## config.mk

```make
export PLATFORM = sky130hd
export DESIGN_NAME = ccp_pwm_gen
export DESIGN_NICKNAME = d
export VERILOG_FILES = /design/src/pkg/ccp_pwm_pkg.sv /design/src/pkg/pwm_timer_if.sv /design/src/hw/ccp_period_timers.sv /design/src/hw/ccp_pwm_gen.sv
export VERILOG_INCLUDE_DIRS = /design/src /design/src/pkg
export SDC_FILE = /design/constraint.sdc
export NUM_CORES = 1
export LEC_CHECK = 0
export ABC_AREA = 1
export BUFFER_PORTS_ARGS = -buffer_cell sky130_fd_sc_hd__buf_4
export CAP_MARGIN = 20
export CORE_UTILIZATION = 25
export CTS_CLUSTER_DIAMETER = 120
export DETAILED_ROUTE_END_ITERATION = 7
export SKIP_LAST_GASP = 1
export SYNTH_ARGS = -nofsm -noshare
export SYNTH_HDL_FRONTEND = slang
export SYNTH_HIERARCHICAL = 1
export SYNTH_SLANG_ARGS = --single-unit
export TNS_END_PERCENT = 10
```

## constraint.sdc

```tcl
create_clock -name ref_clk -period 5.35 [get_ports ref_clk]
set_clock_uncertainty 0.2 [all_clocks]
set_input_delay 0.2675 -clock ref_clk [delete_from_list [all_inputs] [get_ports ref_clk]]
set_output_delay 0.2675 -clock ref_clk [all_outputs]
set_load 0.03 [all_outputs]
```

## src/pkg/ccp_pwm_consts.svh

```systemverilog
// register offsets, field positions, reset values and counts of the capture/compare pwm
`ifndef CCP_PWM_CONSTS_SVH
`define CCP_PWM_CONSTS_SVH

`define ADDR_W          8
`define OFS_PWM_CONTROL 8'h00
`define OFS_DUTY_BUF    8'h04
`define OFS_DUTY_ACT    8'h08
`define OFS_TSEL        8'h0c
`define OFS_TCTL0       8'h10
`define OFS_PLIM0       8'h1c
`define OFS_PCNT0       8'h28
`define OFS_STATUS      8'h34
`define OFS_PIN_DIR     8'h38
`define OFS_STEER       8'h3c

`define REG_NONE        5'h1f
`define REG_CONTROL     5'h00
`define REG_DUTY_BUF    5'h01
`define REG_DUTY_ACT    5'h02
`define REG_TSEL        5'h03
`define REG_TCTL0       5'h04
`define REG_PLIM0       5'h07
`define REG_PCNT0       5'h0a
`define REG_STATUS      5'h0d
`define REG_PIN_DIR     5'h0e
`define REG_STEER       5'h0f

`define CTL_MODE_LSB    6
`define CTL_LOW_LSB     4
`define CTL_PWM_ON      2'h3
`define TCTL_RUN_BIT    2
`define TCTL_POST_LSB   3
`define TCTL_RST        7'h00
`define PLIM_RST        8'hff
`define PIN_DIR_RST     4'hf
`define STEER_RST       4'h1

`define PSC_LAST_1      6'h03
`define PSC_LAST_4      6'h0f
`define PSC_LAST_16     6'h3f

`endif

```

## src/pkg/ccp_pwm_pkg.sv

```systemverilog
// types shared by the pwm timers and the pwm generator
package ccp_pwm_pkg;
	typedef enum logic [1:0]
	{
		MODE_SINGLE   = 2'b00,
		MODE_FULL_FWD = 2'b01,
		MODE_HALF     = 2'b10,
		MODE_FULL_REV = 2'b11
	} mode_type;

	typedef enum logic [1:0]
	{
		ARM_IDLE = 2'b00,
		ARM_WAIT = 2'b01,
		ARM_RUN  = 2'b10
	} arm_type;

	typedef enum logic [1:0]
	{
		PSC_1  = 2'b00,
		PSC_4  = 2'b01,
		PSC_16 = 2'b10
	} psc_type;
endpackage

```

## src/pkg/pwm_timer_if.sv

```systemverilog
// link between the register side of the pwm and its period timers
interface pwm_timer_if #(parameter int NT = 3);
	logic [NT-1:0]      runEnable;
	logic [NT-1:0][1:0] prescale;
	logic [NT-1:0][7:0] periodLimit;
	logic [NT-1:0][7:0] count;
	logic [NT-1:0][9:0] timeBaseNext;
	logic [NT-1:0]      wrapNow;

	modport ctrl  (output runEnable, prescale, periodLimit, input count, timeBaseNext, wrapNow);
	modport timer (input runEnable, prescale, periodLimit, output count, timeBaseNext, wrapNow);
endinterface

```

## src/hw/ccp_period_timers.sv

```systemverilog
// the selectable 8-bit period timers with their prescalers
`include "ccp_pwm_consts.svh"
module ccp_period_timers
	import ccp_pwm_pkg::*;
#(
	parameter int NT = 3
)
(
	input wire logic    ref_clk,
	input wire logic    srst,
	pwm_timer_if.timer  tif
);
	if (NT < 1 || NT > 3)
	begin
		$error("NT must be 1 to 3");
	end

	typedef struct packed
	{
		logic [NT-1:0][5:0] psc;
		logic [NT-1:0][7:0] cnt;
	} tstate_type;

	tstate_type         st_ff;
	tstate_type         nxt_st;
	logic [NT-1:0]      wrap;
	logic [NT-1:0][9:0] tbn;

	function automatic logic [5:0] psc_last(input logic [1:0] sel);
		case (sel)
			PSC_1:   psc_last = `PSC_LAST_1;
			PSC_4:   psc_last = `PSC_LAST_4;
			default: psc_last = `PSC_LAST_16;
		endcase
	endfunction

	// the two bits under the counter are the clock phase at 1:1, else the top prescaler bits
	function automatic logic [1:0] tb_low(input logic [5:0] psc, input logic [1:0] sel);
		case (sel)
			PSC_1:   tb_low = psc[1:0];
			PSC_4:   tb_low = psc[3:2];
			default: tb_low = psc[5:4];
		endcase
	endfunction

	always_comb
	begin
		nxt_st = st_ff;
		wrap = '0;
		for (int i = 0; i < NT; i++)
		begin
			if (tif.runEnable[i])
			begin
				if (st_ff.psc[i] == psc_last(tif.prescale[i]))
				begin
					nxt_st.psc[i] = 6'h00;
					if (st_ff.cnt[i] == tif.periodLimit[i])
					begin
						nxt_st.cnt[i] = 8'h00;
						wrap[i] = 1'b1;
					end
					else
						nxt_st.cnt[i] = st_ff.cnt[i] + 8'h01;
				end
				else
					nxt_st.psc[i] = st_ff.psc[i] + 6'h01;
			end
			tbn[i] = {nxt_st.cnt[i], tb_low(nxt_st.psc[i], tif.prescale[i])};
		end
	end

	always_ff @(posedge ref_clk)
	begin
		if (srst)
			st_ff <= '0;
		else
			st_ff <= nxt_st;
	end

	assign tif.wrapNow      = wrap;
	assign tif.timeBaseNext = tbn;
	assign tif.count        = st_ff.cnt;
endmodule

```

## src/hw/ccp_pwm_gen.sv

```systemverilog
// capture/compare pwm generator with enhanced output steering and an apb register file
`include "ccp_pwm_consts.svh"
module ccp_pwm_gen
	import ccp_pwm_pkg::*;
#(
	parameter int NUM_TIMERS = 3
)
(
	input wire logic                ref_clk,
	input wire logic                srst,
	input wire logic                psel,
	input wire logic                penable,
	input wire logic                pwrite,
	input wire logic [`ADDR_W-1:0]  paddr,
	input wire logic [31:0]         pwdata,
	output logic [31:0]             prdata,
	output logic                    pready,
	output logic                    pslverr,
	output logic [3:0]              pinOut,
	output logic [3:0]              pinOe,
	output logic [3:0]              pinClaim
);
	if (NUM_TIMERS < 1 || NUM_TIMERS > 3)
	begin
		$error("NUM_TIMERS must be 1 to 3");
	end

	typedef struct packed
	{
		logic [7:0]                 control;
		logic [7:0]                 dutyBuf;
		logic [7:0]                 dutyAct;
		logic [1:0]                 lowLatch;
		logic [1:0]                 tsel;
		logic [NUM_TIMERS-1:0][6:0] tctl;
		logic [NUM_TIMERS-1:0][7:0] plim;
		logic [NUM_TIMERS-1:0]      flag;
		logic [NUM_TIMERS-1:0][3:0] post;
		logic [3:0]                 pinDir;
		logic [3:0]                 steer;
		arm_type                    arm;
		logic                       raw;
		logic [3:0]                 pinOut;
		logic [3:0]                 pinOe;
		logic [3:0]                 pinClaim;
		logic [31:0]                rdata;
	} state_type;

	state_type  st_ff;
	state_type  nxt_st;
	logic [4:0] idx;
	logic       wrEn;
	logic       pwmOn;
	logic       wrapSel;
	logic [9:0] tbSel;
	logic [7:0] route;
	logic [3:0] inv;

	pwm_timer_if #(.NT(NUM_TIMERS)) tif ();

	ccp_period_timers #(.NT(NUM_TIMERS)) timers
	(
		.ref_clk (ref_clk),
		.srst    (srst),
		.tif     (tif)
	);

	// aligned word decode; anything else is answered with an error
	function automatic logic [4:0] reg_index(input logic [`ADDR_W-1:0] a);
		reg_index = `REG_NONE;
		case (a)
			`OFS_PWM_CONTROL: reg_index = `REG_CONTROL;
			`OFS_DUTY_BUF:    reg_index = `REG_DUTY_BUF;
			`OFS_DUTY_ACT:    reg_index = `REG_DUTY_ACT;
			`OFS_TSEL:        reg_index = `REG_TSEL;
			`OFS_STATUS:      reg_index = `REG_STATUS;
			`OFS_PIN_DIR:     reg_index = `REG_PIN_DIR;
			`OFS_STEER:       reg_index = `REG_STEER;
			default:
			begin
				for (int i = 0; i < NUM_TIMERS; i++)
				begin
					if (a == `OFS_TCTL0 + 8'(4 * i))
						reg_index = `REG_TCTL0 + 5'(i);
					if (a == `OFS_PLIM0 + 8'(4 * i))
						reg_index = `REG_PLIM0 + 5'(i);
					if (a == `OFS_PCNT0 + 8'(4 * i))
						reg_index = `REG_PCNT0 + 5'(i);
				end
			end
		endcase
	endfunction

	// upper nibble is the per-pin claim, lower nibble the active levels before polarity (D..A)
	function automatic logic [7:0] route_pins(input logic [1:0] mode, input logic p,
		input logic [3:0] steer);
		case (mode)
			MODE_SINGLE:   route_pins = {steer, steer & {4{p}}};
			MODE_HALF:     route_pins = {4'b0011, 2'b00, ~p, p};
			MODE_FULL_FWD: route_pins = {4'b1111, p, 3'b001};
			MODE_FULL_REV: route_pins = {4'b1111, 2'b01, p, 1'b0};
			default:       route_pins = 8'h00;
		endcase
	endfunction

	always_comb
	begin
		for (int i = 0; i < NUM_TIMERS; i++)
		begin
			tif.runEnable[i]   = st_ff.tctl[i][`TCTL_RUN_BIT];
			tif.prescale[i]    = st_ff.tctl[i][1:0];
			tif.periodLimit[i] = st_ff.plim[i];
		end
	end

	assign idx   = reg_index(paddr);
	assign wrEn  = psel && penable && pwrite;
	assign pwmOn = st_ff.control[3:2] == `CTL_PWM_ON;

	always_comb
	begin
		wrapSel = 1'b0;
		tbSel   = 10'h000;
		for (int i = 0; i < NUM_TIMERS; i++)
		begin
			if (st_ff.tsel == 2'(i))
			begin
				wrapSel = tif.wrapNow[i];
				tbSel   = tif.timeBaseNext[i];
			end
		end
	end

	always_comb
	begin
		nxt_st = st_ff;
		route  = 8'h00;
		inv    = 4'h0;

		if (wrEn)
		begin
			case (idx)
				`REG_CONTROL:  nxt_st.control = pwdata[7:0];
				`REG_DUTY_BUF: nxt_st.dutyBuf = pwdata[7:0];
				`REG_DUTY_ACT:
				begin
					if (!pwmOn)
						nxt_st.dutyAct = pwdata[7:0];
				end
				`REG_TSEL:     nxt_st.tsel = pwdata[1:0];
				`REG_STATUS:   nxt_st.flag = st_ff.flag & ~pwdata[NUM_TIMERS-1:0];
				`REG_PIN_DIR:  nxt_st.pinDir = pwdata[3:0];
				`REG_STEER:    nxt_st.steer = pwdata[3:0];
				default:
				begin
					for (int i = 0; i < NUM_TIMERS; i++)
					begin
						if (idx == `REG_TCTL0 + 5'(i))
							nxt_st.tctl[i] = pwdata[6:0];
						if (idx == `REG_PLIM0 + 5'(i))
							nxt_st.plim[i] = pwdata[7:0];
					end
				end
			endcase
		end

		// postscaled match flag; a new match beats a clear in the same cycle
		for (int i = 0; i < NUM_TIMERS; i++)
		begin
			if (tif.wrapNow[i])
			begin
				if (st_ff.post[i] == st_ff.tctl[i][`TCTL_POST_LSB +: 4])
				begin
					nxt_st.post[i] = 4'h0;
					nxt_st.flag[i] = 1'b1;
				end
				else
					nxt_st.post[i] = st_ff.post[i] + 4'h1;
			end
		end

		case (st_ff.arm)
			ARM_IDLE:
			begin
				if (pwmOn)
					nxt_st.arm = ARM_WAIT;
			end
			ARM_WAIT:
			begin
				if (!pwmOn)
					nxt_st.arm = ARM_IDLE;
				else if (wrapSel)
					nxt_st.arm = ARM_RUN;
			end
			ARM_RUN:
			begin
				if (!pwmOn)
					nxt_st.arm = ARM_IDLE;
			end
			default: nxt_st.arm = ARM_IDLE;
		endcase

		if (pwmOn && wrapSel)
		begin
			nxt_st.dutyAct  = st_ff.dutyBuf;
			nxt_st.lowLatch = st_ff.control[`CTL_LOW_LSB +: 2];
			nxt_st.raw      = {st_ff.dutyBuf, st_ff.control[`CTL_LOW_LSB +: 2]} != 10'h000;
		end
		else if (!pwmOn)
			nxt_st.raw = 1'b0;
		else if (st_ff.raw && tbSel == {st_ff.dutyAct, st_ff.lowLatch})
			nxt_st.raw = 1'b0;

		route = route_pins(st_ff.control[`CTL_MODE_LSB +: 2],
			nxt_st.raw && nxt_st.arm == ARM_RUN, st_ff.steer);
		inv   = {st_ff.control[0], st_ff.control[1], st_ff.control[0], st_ff.control[1]};
		nxt_st.pinClaim = pwmOn ? route[7:4] : 4'h0;
		nxt_st.pinOut   = nxt_st.pinClaim & (route[3:0] ^ inv);
		nxt_st.pinOe    = nxt_st.pinClaim & ~st_ff.pinDir;

		if (psel && !penable)
		begin
			nxt_st.rdata = 32'h0000_0000;
			case (idx)
				`REG_CONTROL:  nxt_st.rdata[7:0] = st_ff.control;
				`REG_DUTY_BUF: nxt_st.rdata[7:0] = st_ff.dutyBuf;
				`REG_DUTY_ACT: nxt_st.rdata[7:0] = st_ff.dutyAct;
				`REG_TSEL:     nxt_st.rdata[1:0] = st_ff.tsel;
				`REG_STATUS:
				begin
					nxt_st.rdata[NUM_TIMERS-1:0] = st_ff.flag;
					nxt_st.rdata[5:4] = st_ff.arm;
					nxt_st.rdata[6]   = st_ff.raw;
				end
				`REG_PIN_DIR:  nxt_st.rdata[3:0] = st_ff.pinDir;
				`REG_STEER:    nxt_st.rdata[3:0] = st_ff.steer;
				default:
				begin
					for (int i = 0; i < NUM_TIMERS; i++)
					begin
						if (idx == `REG_TCTL0 + 5'(i))
							nxt_st.rdata[6:0] = st_ff.tctl[i];
						if (idx == `REG_PLIM0 + 5'(i))
							nxt_st.rdata[7:0] = st_ff.plim[i];
						if (idx == `REG_PCNT0 + 5'(i))
							nxt_st.rdata[7:0] = tif.count[i];
					end
				end
			endcase
		end
	end

	always_ff @(posedge ref_clk)
	begin
		if (srst)
		begin
			st_ff        <= '0;
			st_ff.plim   <= {NUM_TIMERS{`PLIM_RST}};
			st_ff.tctl   <= {NUM_TIMERS{`TCTL_RST}};
			st_ff.pinDir <= `PIN_DIR_RST;
			st_ff.steer  <= `STEER_RST;
			st_ff.arm    <= ARM_IDLE;
		end
		else
			st_ff <= nxt_st;
	end

	// zero-wait slave: read data is captured in the setup cycle
	assign pready   = 1'b1;
	assign pslverr  = psel && penable && idx == `REG_NONE;
	assign prdata   = st_ff.rdata;
	assign pinOut   = st_ff.pinOut;
	assign pinOe    = st_ff.pinOe;
	assign pinClaim = st_ff.pinClaim;
endmodule

```

Word-level counts from Yosys, hierarchy flattened:

Cells that the tools add are included.

* reduce and logical (&&, ||, !) cells: 35
* bitwise operators: 9
* equal/unequal tests: 54
* multiplexer cells: 88
* $add $sub $neg: 9

Operators by type and width (count)
* $mux W8: 18
* $eq A8 B6 Y1 const B: 8
* $mux W6: 9
* $mux W5: 9
* $eq A5 B4 Y1 const B: 8
* $mux W10: 4
* $pmux W6 S2: 3
* $pmux W5 S7: 1
* $eq A8 B5 Y1 const B: 4
* $pmux W8 S4: 1
* $add A8 B1 Y8 const B: 3
* $eq A8 B8 Y1: 3
* $mux W1: 21
* $mux W7: 3
* $reduce_and A3 Y1: 7
* $eq A5 B3 Y1 const B: 4
* $add A6 B1 Y6 const B: 3
* $eq A6 B6 Y1: 3
* $eq A8 B4 Y1 const B: 2
* $mux W4: 4
* $pmux W3 S5: 1
* $pmux W2 S7: 1
* $add A4 B1 Y4 const B: 3
* $and A4 B4 Y4: 3
* 33 further kinds: 69

* register bits: 161
* output and inout port bits: 46

Longest topological paths before layout:

Gate-level depths: netlist of run 1.

* depth in word-level cells: 22
* gate-level depth with buffers: 25
* depth with buffers taken out: 24

By module:

Netlist of run 1, hierarchy kept.

By module, submodules not included
* ccp_pwm_gen: instances 1, cells each 925, area an instance 6362.4 µm²
* ccp_period_timers: instances 1, cells each 532, area an instance 3377.0 µm²

Worst setup path after synthesis of run 1:

OpenSTA, ideal clock, no wires.

* kind: reg-to-reg
* start: register st_ff[102] in the netlist's numbering
* end: register st_ff (netlist bit pinOut[1])
* setup slack: 2.741 ns
* clock period less this slack: 2.609 ns
* setup time: 0.113 ns
* cell stages (with the launch flop): 25
* arrival: 2.296 ns
* data required time: 5.037 ns
* cells stage by stage: dfxtp_1 -> inv_1 -> nand2_1 -> nand2_1 -> o21ai_2 -> nand2_2 -> nor2_8 -> nand3_4 -> nand3_1 -> inv_1 -> buf_4 -> nand3_1 -> nand3_1 -> nand2_1 -> nand2_1 -> inv_1 -> nand2_1 -> nor2_1 -> nand3_1 -> nand2_2 -> nand2_4 -> a21oi_1 -> nor2_1 -> nor2_1 -> nor2_1

RTL lines
* start, declared: line ccp_pwm_gen.sv:49 `state_type st_ff;`
* start signal, assigned: line ccp_pwm_gen.sv:265 `st_ff <= nxt_st;`

Worst setup path in the final report of run 1:

* start: register st_ff[109] in the netlist's numbering
* end: register st_ff (netlist bit pinOut[2])

* elaborated cells between the ends (all ways): 29
* those cells by class: eq/ne (4); mux (18); bitwise (3); reduce/logical (4)

RTL lines
* $eq A2 B1 Y1 or $logic_not A2 Y1 (tied branches): line ccp_period_timers.sv:30 `case (sel)`
* $pmux W6 S2 *: line ccp_period_timers.sv:30
* $mux W6 *: line ccp_period_timers.sv:52 `if (tif.runEnable[i])`
* $eq A6 B6 Y1 *: line ccp_period_timers.sv:54 `if (st_ff.psc[i] == psc_last(tif.prescale[i]))`
* $mux W1 *: line ccp_period_timers.sv:54
* $mux W1 *: line ccp_period_timers.sv:52
* named net tif.wrapNow[2]: line pwm_timer_if.sv:8 `logic [NT-1:0] wrapNow;`
* $mux W1 *: line ccp_pwm_gen.sv:126 `if (st_ff.tsel == 2'(i))`
* $mux W2: line ccp_pwm_gen.sv:192 `else if (wrapSel)`
* $mux W2: line ccp_pwm_gen.sv:190 `if (!pwmOn)`
* $pmux W2 S3: line ccp_pwm_gen.sv:182 `case (st_ff.arm)`
* $eq A2 B2 Y1: line ccp_pwm_gen.sv:215 `nxt_st.raw && nxt_st.arm == ARM_RUN, st_ff.steer);`
* $logic_and A1 B1 Y1 *: line ccp_pwm_gen.sv:215
* $and A4 B4 Y4 *: line ccp_pwm_gen.sv:98 `MODE_SINGLE: route_pins = {steer, steer & {4{p}}};`
* $pmux W8 S4 *: line ccp_pwm_gen.sv:97 `case (mode)`
* $xor A4 B4 Y4 *: line ccp_pwm_gen.sv:218 `nxt_st.pinOut = nxt_st.pinClaim & (route[3:0] ^ inv);`
* $and A4 B4 Y4 *: line ccp_pwm_gen.sv:218

The timed path passes the listed nets; every way through them passes the cells marked *. The select of a mux whose other input is x is not followed.
A chain may end at the register's enable or synchronous reset.

==> run_results.csv, run 1 <==
group,metric,value,unit
timing,worst_slew_pin_slew,1.08,ns
setup_path,cp_data_arrival_time,3.58,ns
pwr,p_int,1.92,mW
setup_path,r2r_cells,17,
timing,rsz0062_at_grt,"false",
logic_synthesis,netlist_area,9740,um^2
pwr,combPwrFrac,5.1,%
pwr,netSwitchingFraction,24.8,%
logic_synthesis,ys_types,48,
grt,antenna_found_initial,0,
clock_network,numCtsBuffers,17,
setup_path,path_buf_inv,3,
pwr,p_switching,0.633,mW
place,hpwl,20600,um
routing,drt_iter0_drc,868,
clock_network,clkTransAtPathRegs,0.07,ns
pwr,pwr-share-clk,47.7,%
logic_synthesis,yosys-top-cells-area,"dfxtp_1 33%, nand2_1 12%, buf_4 7.3%, inv_1 7.1%, nand3_1 6.9%",
final_layout,num_antenna_cells,0,
routing,vias,9148,
logic_synthesis,yosysWarnings,6,
routing,drc,0,
min_path,hold_start,"pwdata[3]",
clock_network,post_cts_resize_count,0,
final_layout,drive_above_1_share,10.2,%
routing,viasPerCell,4.71,
die,pin_count,91,
place,globalplace.congestion,0.965,
setup_path,cp.required,5.47,ns
clock_network,ctsRootBufferMaster,"clkbuf_16",
place,place_ws,1.93,ns
clock_network,cts_setup_buffers,0,
pwr,leakage,4.86,nW
die,die_w,199,um
setup_path,critPathMostFrequentCell,"nand2_1",
final_layout,fin_nets,1473,
routing,wire_per_inst,14.1,um
die,dieArea,39800,um^2
timing,fin_crit,3.46,ns
timing,min_period_over_period,64.6,%
routing,wl,27500,um
timing,hold_ws,0.0177,ns
final_layout,multiInputGateArea,4960,um^2
timing,setup_slack,1.89,ns
grt,grt_pass1_wl,43600,um
logic_synthesis,avgSynthCellArea,6.68,um^2
setup_path,crit_fanout,13,
die,row_count,71,
clock_network,clock-sinks,161,
routing,antenna_left,0,
logic_synthesis,synth_top_cell_by_area,"dfxtp_1",
timing,setup-tns-final,0,ns
place,dpl.cell_count,1903,
place,numPortBuffers,41,
setup_path,cp_cell_sequence,"inv_2, nand2_1, nand2_1, o21ai_2, nand2_2, nor2_8, nand3_4, inv_1, nand2_1, nand3_2, nand2_2, inv_2, o41ai_2, nand2_4, nand4_1, a21oi_1, nor2_1",
timing,fmax,0.289,GHz
grt,grt_usage,14.0,%
setup_path,reg2reg_to,"pinOut[2]",
final_layout,regArea,3220,um^2
clock_network,htree_levels,4,
clock_network,tritoncts,"yes",
grt,grt_overflow,0,
die,core_area,38000,um^2
setup_path,crit_cells,17,
setup_path,crit_family,"simple AND/OR/NAND/NOR gates",
min_path,min_to,"st_ff[81]",
routing,dr.pass1.iters,7,
setup_path,ff2ff_setup_slack,1.89,ns
final_layout,final_cells,1942,
logic_synthesis,ys_ff_latch,161,
final_layout,nFillCells,4184,
final_layout,areaGrowthSynthToFinish,8.40,%
timing,slew_viol_final,0,
pwr,ir_worst_vdd,0.205,mV
logic_synthesis,syn_inst,1457,
timing,setup_viol,0,
setup_path,worstSetupPathType,"flop to flop",
clock_network,insertion_delay,0.43,ns
setup_path,worst_setup_path_start_kind,"flop",
die,die_h,199,um
setup_path,r2r-start,"st_ff[109]",
outcome,status,"completed",
min_path,min_path_type,"input pin to flop",
place,placed_area,9910,um^2
min_path,min_path_cells,3,
timing,max_slew_margin,27.4,%
grt,grt_max_degree,61,
die,initial_core_util,25.6,%
flow_run,maxCapViolations,0,
grt,first_global_vias,8219,
setup_path,critPathMaxStageDelay,0.52,ns
pwr,power_density,242,nW/um^2
logic_synthesis,ys_seq_area_share,33.1,%
setup_path,cp_slowest_cell,"dfxtp_1",
setup_path,endpoint_kind,"flop",
final_layout,layout.cells.most_common,"nand2_1",
pwr,pwr-share-seq,47.2,%
timing,final_hold_viol_count,0,
final_layout,layout_common_cells,"322 x nand2_1, 184 x inv_1, 161 x dfxtp_1",
logic_synthesis,synth_top_area_share,33.1,%
clock_network,cts_buffer_depth,2,
final_layout,finalInstanceArea,10600,um^2
==> cell usage after synthesis, drive strengths merged <==
cell type,count
a21oi,77
xor2,16
xnor2,13
o2111ai,5
nand3,143
nand4,49
o31ai,3
nand2,336
nor2,154
a2111oi,5
nor3,18
a22oi,1
clkbuf,22
nor4,6
a211oi,5
o2bb2ai,1
or4,1
or2,6
o21ai,78
mux2i,5
nand3b,2
ha,9
buf,110
o211ai,14
dfxtp,161
o21a,1
o41ai,1
inv,201
o22ai,2
or3b,1
conb,2
a31oi,9
==> cell families after synthesis <==
logic type,Yosys count,share of synthesized area [%]
flip-flops,161,33.1
adder cells (fa/ha/maj),9,1.16
other,2,0.0771
XOR/XNOR,29,2.61
multiplexers,5,0.514
AO/OA/AOI/OAI,202,11.8
AND/OR/NAND/NOR,716,33.9
buffers and inverters,333,16.9
==> per-layer routing <==
| layer | GRT usage, % | wire (um) | part of all wire, % |
|---|---|---|---|
| met4 | 3.48 | 448 | 1.6 |
| met2 | 22.7 | 12600 | 46 |
| met3 | 2.35 | 1730 | 6.3 |
| met1 | 19.1 | 12700 | 46 |
| met5 | 0 | 0 | 0 |
==> what timing repair did <==
item / in CTS / in global routing
hold buffers: 8 / 0
hold endpoints to repair: 36 / 0
setup endpoints to repair: 0 / 0
==> worst min-delay path, delay by kind of cell <==
kind / cells / cell delay (ns)
buffers and inverters: 1 / 0.20
AND/OR/NAND/NOR: 2 / 0.14
==> registers in the layout, summed over array words and instances, names as in the netlist <==
name              flops
pinClaim              4
prdata                8
pinOe                 4
inv                   2
timers/tif.count     24
timers/st_ff         18
st_ff                97
pinOut                4
==> worst max path at each step <==
stage | startpoint | endpoint | slack, ns
floorplan | st_ff[102] | pinOut[1] | 2.74
global placement | st_ff[109] | pinOut[2] | 1.98
detailed placement | st_ff[102] | pinOut[2] | 1.93
CTS | st_ff[109] | pinOut[2] | 1.92
global route | st_ff[109] | pinOut[2] | 1.61
finish | st_ff[109] | pinOut[2] | 1.89
==> stage by stage <==
| stage | util [%] | total power, mW |
|---|---|---|
| after global routing | 27.8 | 2.64 |
| final | 27.8 | 2.55 |
| after floorplan | - | 1.33 |
| after CTS | 27.8 | 2.57 |
| after global placement | 26.1 | 1.36 |
| after detailed placement | 26.1 | 1.36 |
==> area by class of cell <==
type                    instances  area share [%]
repair buffers                 52            3.89
clock inverters                14            1.34
flip-flops and latches        161            30.5
inverters                     201            7.17
multi-input cells             986            47.0
clock buffers                  17            4.03
well taps                     511            6.06
==> power by group through the flow <==
stage | combinational, mW | clock (mW) | sequential (mW)
finish | 0.131 | 1.22 | 1.20
global route | 0.142 | 1.29 | 1.20
CTS | 0.131 | 1.24 | 1.20
detailed placement | 0.125 | 0 | 1.23
global placement | 0.125 | 0 | 1.23
floorplan | 0.0985 | 0 | 1.23
Power figures use the tool's default switching activity.
==> inputs of run 2 (changes only) <==
==> constraint.sdc (replaced) <==
create_clock -name ref_clk -period 3.24 [get_ports ref_clk]
set_clock_uncertainty 0.2 [all_clocks]
set_input_delay 0.162 -clock ref_clk [delete_from_list [all_inputs] [get_ports ref_clk]]
set_output_delay 0.162 -clock ref_clk [all_outputs]
set_load 0.03 [all_outputs]
==> run_results.csv, run 2 (synthesized netlist as in run 1, its figures left out) <==
group,metric,value,unit
setup_path,ff2ff_setup_slack,0.26,ns
die,initial_core_util,25.6,%
pwr,ir_worst_vdd,0.370,mV
place,globalplace.congestion,0.947,
clock_network,cts_buffer_depth,2,
die,die_w,199,um
setup_path,cp_data_arrival_time,3.11,ns
die,pin_count,91,
final_layout,drive_above_1_share,12.7,%
timing,worst_slew_pin_slew,1.03,ns
clock_network,numCtsBuffers,17,
die,row_count,71,
final_layout,num_antenna_cells,0,
final_layout,nFillCells,4174,
grt,grt_overflow,0,
clock_network,insertion_delay,0.43,ns
routing,wl,28000,um
setup_path,cp.required,3.37,ns
final_layout,largest_reg_flops,97,
final_layout,largest_register,"st_ff",
timing,fmax,0.336,GHz
min_path,min_path_cells,4,
grt,grt_usage,14.1,%
flow_run,maxCapViolations,0,
timing,slew_viol_final,0,
die,die_h,199,um
pwr,p_int,3.46,mW
grt,grt_pass1_wl,43900,um
timing,setup_viol,0,
routing,viasPerCell,4.63,
setup_path,r2r-start,"timers/st_ff[24]",
setup_path,r2r_cells,12,
clock_network,htree_levels,4,
pwr,combPwrFrac,5.0,%
setup_path,cp_cell_sequence,"ha_2, nand2_1, nor2_4, nand2_4, nor2_8, nand3_4, inv_1, o21ai_0, or4_1, nand2_1, or3b_2, inv_1",
setup_path,crit_fanout,8,
setup_path,cp_slowest_cell,"or4_1",
min_path,min_to,"prdata[7]",
outcome,status,"completed",
final_layout,layout.cells.most_common,"nand2_1",
setup_path,worst_setup_path_start_kind,"flop",
grt,antenna_found_initial,0,
pwr,p_switching,1.03,mW
routing,dr.pass1.iters,5,
routing,drc,0,
routing,wire_per_inst,14.2,um
min_path,hold_start,"penable",
place,hpwl,21200,um
timing,min_period_over_period,92.0,%
timing,setup-tns-final,0,ns
timing,max_slew_margin,30.7,%
setup_path,reg2reg_to,"st_ff[57]",
clock_network,ctsRootBufferMaster,"clkbuf_16",
setup_path,endpoint_kind,"flop",
min_path,min_path_type,"input pin to flop",
die,dieArea,39800,um^2
place,numPortBuffers,41,
die,core_area,38000,um^2
routing,drt_iter0_drc,706,
routing,vias,9127,
clock_network,clkTransAtPathRegs,0.07,ns
pwr,leakage,5.06,nW
setup_path,critPathMaxStageDelay,0.56,ns
clock_network,tritoncts,"yes",
routing,antenna_left,0,
timing,final_hold_viol_count,0,
final_layout,areaGrowthSynthToFinish,12.3,%
final_layout,fin_nets,1503,
grt,grt_max_degree,50,
setup_path,worstSetupPathType,"flop to flop",
final_layout,layout_common_cells,"321 x nand2_1, 183 x inv_1, 156 x dfxtp_1",
pwr,pwr-share-seq,44.2,%
clock_network,clock-sinks,161,
timing,fin_crit,2.98,ns
pwr,power_density,411,nW/um^2
pwr,netSwitchingFraction,23.0,%
grt,first_global_vias,8345,
pwr,pwr-share-clk,50.8,%
timing,hold_ws,0.00983,ns
[run 2: metrics by stage]
stage          instances  setup slack, ns  power, mW  instance area, um^2  utilization [%]
2_1_floorplan       1480            0.631       2.19                 9830                -
3_3_place_gp        1920            0.181       2.24                10000             26.4
3_5_place_dp        1920            0.111       2.24                10000             26.4
4_1_cts             1963           0.0876       4.53                10800             28.4
5_1_grt             1973         -0.00481       4.63                10900             28.8
6_report            1973            0.260       4.49                10900             28.8
[run 2: worst max-delay path, delay by kind of cell (launching register included)]
family / cells / cell delay, ns
and+or+nand+nor: 8 / 1.65
DFF: 1 / 0.36
buffers and inverters: 2 / 0.34
adders and majority gates: 1 / 0.19
AOI/OAI and AO/OA: 1 / 0.13
[run 2: final cells by class]
type / instances / area [um^2] / share of cell area (%)
clock buffers: 20 / 457 / 4.18
flip-flops and latches: 161 / 3230 / 29.6
clock inverters: 12 / 203 / 1.85
multi-input cells: 986 / 5010 / 45.8
well taps: 511 / 639 / 5.85
repair buffers: 82 / 641 / 5.86
inverters: 201 / 757 / 6.92
[run 2: how the worst max path moves through the flow]
stage	startpoint	endpoint	slack, ns
6_report	timers/st_ff[24]	st_ff[57]	0.26
5_1_grt	timers/st_ff[24]	pinOut[2]	-0.005
4_1_cts	st_ff[109]	pinOut[1]	0.09
3_5_place_dp	st_ff[109]	pinOut[0]	0.11
3_3_place_gp	st_ff[109]	pinOut[1]	0.18
2_1_floorplan	st_ff[102]	pinOut[1]	0.63
[run 2: repair_timing]
| action | 4_1_cts | 5_1_grt |
|---|---|---|
| hold buffers | 11 | 0 |
| endpoints found under the setup margin | 0 | 4 |
| buffers inserted | 0 | 10 |
| endpoints found under the hold margin | 70 | 0 |
| resized for setup | 0 | 18 |
[run 2: power groups by stage]
stage	Clock (mW)	Combinational, mW	Sequential, mW
after floorplan	0	0.163	2.03
after global placement	0	0.209	2.03
after detailed placement	0	0.211	2.03
after CTS	2.32	0.222	1.99
after global routing	2.40	0.240	1.99
final	2.28	0.222	1.99
[run 2: metal layers]
layer / global-route usage, % / share of wire [%] / up-vias
li1: - / - / 4601
met1: 18.7 / 46 / 4254
met2: 23.4 / 47 / 243
met3: 2.51 / 5.7 / 29
met4: 3.99 / 1.7 / 0
met5: 0 / 0 / -
==> inputs of run 3 (changes only) <==
--- a/config.mk
+++ b/config.mk
@@ -9,6 +9,7 @@
 export ABC_AREA = 1
 export BUFFER_PORTS_ARGS = -buffer_cell sky130_fd_sc_hd__buf_4
 export CAP_MARGIN = 20
+export CORE_ASPECT_RATIO = 0.7
 export CORE_UTILIZATION = 25
 export CTS_CLUSTER_DIAMETER = 120
 export DETAILED_ROUTE_END_ITERATION = 7
==> run_results.csv, run 3 (synthesized netlist as in run 1, its figures left out) <==
group,metric,value,unit
outcome,status,"completed",
die,die_h,167,um
pwr,ir_worst_vdd,0.310,mV
grt,grt_pass1_wl,45800,um
routing,drt_iter0_drc,1114,
final_layout,num_antenna_cells,0,
die,dieArea,39800,um^2
clock_network,ctsRootBufferMaster,"clkbuf_16",
pwr,leakage,5.01,nW
routing,viasPerCell,4.71,
clock_network,cts_buffer_depth,2,
timing,slew_viol_final,0,
setup_path,r2r_cells,24,
routing,vias,9372,
setup_path,crit_fanout,6,
grt,first_global_vias,8070,
grt,grt_overflow,0,
clock_network,clkTransAtPathRegs,0.07,ns
timing,final_hold_viol_count,0,
clock_network,tritoncts,"yes",
setup_path,worstSetupPathType,"flop to flop",
timing,fmax,0.332,GHz
min_path,min_path_cells,5,
final_layout,layout.cells.most_common,"nand2_1",
grt,grt_usage,15.0,%
clock_network,htree_levels,4,
grt,grt_max_degree,38,
grt,antenna_found_initial,0,
timing,min_period_over_period,93.0,%
routing,wire_per_inst,14.9,um
final_layout,drive_above_1_share,12.6,%
die,pin_count,91,
final_layout,layout_common_cells,"321 x nand2_1, 182 x inv_1, 156 x dfxtp_1",
routing,drc,0,
setup_path,worst_setup_path_start_kind,"flop",
final_layout,fin_nets,1503,
timing,hold_ws,0.0504,ns
timing,rsz0062_at_grt,"true",
min_path,min_path_type,"input pin to flop",
final_layout,areaGrowthSynthToFinish,11.5,%
die,row_count,60,
place,numPortBuffers,41,
timing,worst_slew_pin_slew,1.01,ns
die,die_w,238,um
place,hpwl,22600,um
setup_path,ff2ff_setup_slack,0.23,ns
timing,setup_viol,0,
timing,max_slew_margin,31.2,%
final_layout,largest_reg_flops,97,
setup_path,endpoint_kind,"flop",
clock_network,insertion_delay,0.45,ns
final_layout,finalInstanceArea,10900,um^2
die,initial_core_util,25.3,%
routing,antenna_left,0,
setup_path,cp_data_arrival_time,3.20,ns
setup_path,r2r-start,"timers/st_ff[30]",
place,globalplace.congestion,0.952,
final_layout,largest_register,"st_ff",
pwr,power_density,397,nW/um^2
min_path,min_to,"st_ff[69]",
timing,fin_crit,3.01,ns
clock_network,clock-sinks,161,
routing,dr.pass1.iters,6,
setup_path,cp.required,3.43,ns
routing,wl,29700,um
place,placed_area,10100,um^2
min_path,hold_start,"paddr[3]",
clock_network,numCtsBuffers,17,
flow_run,maxCapViolations,0,
setup_path,reg2reg_to,"pinOut[0]",
die,core_area,38400,um^2
## run 3: changes by cell type in the layout (fill, tap and decap cells not counted), moves of 2 or more
cell and delta:
ha_2 -2, clkinvlp_4 +4, nor2_4 -2, bufinv_16 -3, ha_1 +2, clkinv_4 +3
## run 3: area by class of cell
cell class,count,area [um^2]
Sequential cell,161,3230
Clock buffer,18,439
Clock inverter,14,156
Tap cell,527,659
Multi-Input combinational cell,986,4980
Timing Repair Buffer,82,638
Fill cell,4232,27600
Inverter,201,761
## run 3: worst max-delay path by stage
stage | start | end | slack [ns] | cells after the start
after global routing | st_ff[101] | pinOut[1] | -0.04 | 24
after floorplan | st_ff[102] | pinOut[1] | 0.63 | 24
final | timers/st_ff[30] | pinOut[0] | 0.23 | 24
after global placement | st_ff[109] | pinOut[1] | 0.22 | 21
after CTS | st_ff[109] | pinOut[0] | 0.17 | 22
after detailed placement | st_ff[109] | pinOut[0] | 0.20 | 22
## run 3: through the flow
step	total power, mW	instances	setup slack [ns]	setup TNS [ns]	utilization [%]
4_1_cts	4.35	1983	0.174	0	28.1
2_1_floorplan	2.19	1480	0.631	0	-
5_1_grt	4.43	1989	-0.0380	-0.0381	28.3
3_3_place_gp	2.25	1941	0.218	0	26.3
3_5_place_dp	2.25	1941	0.197	0	26.3
6_report	4.31	1989	0.228	0	28.3
## run 3: layer usage
layer | up-vias | global-route usage (%) | part of all wire [%]
met3 | 29 | 3.84 | 8.7
met1 | 4393 | 22.7 | 50
li1 | 4609 | - | -
met5 | - | 0 | 0
met4 | 0 | 4.04 | 1.1
met2 | 341 | 20.4 | 40
## run 3: repair_timing
item                                    4_1_cts  5_1_grt
endpoints found under the setup margin        0        3
setup buffers                                 0        6
hold endpoints to repair                     84        0
resized for setup                             0       12
hold buffers                                 10        0
## run 3: power breakdown
group / switching (mW) / leakage, nW / internal, mW
sequential: 0.00382 / 1.30 / 1.98
combinational: 0.171 / 3.43 / 0.0578
clock: 0.928 / 0.280 / 1.16
total: 1.10 / 5.01 / 3.20
## run 3: critical path, stage by stage (launching register included)
cell	delay (ns)
dfxtp_1	0.37
ha_1	0.18
nand2_1	0.07
nor2_2	0.18
nand2_2	0.16
nor2_8	0.20
clkbuf_2	0.18
nand3_1	0.08
nand3_1	0.12
inv_1	0.06
nand3_1	0.10
nand3_1	0.08
nand2_1	0.06
nand2_1	0.05
inv_1	0.05
nand2_1	0.04
nor2_1	0.08
nand3_1	0.11
nand2_2	0.11
nand2_4	0.08
nand2_4	0.09
nand2_1	0.07
nand2_1	0.06
nand2_1	0.05
a21oi_1	0.11
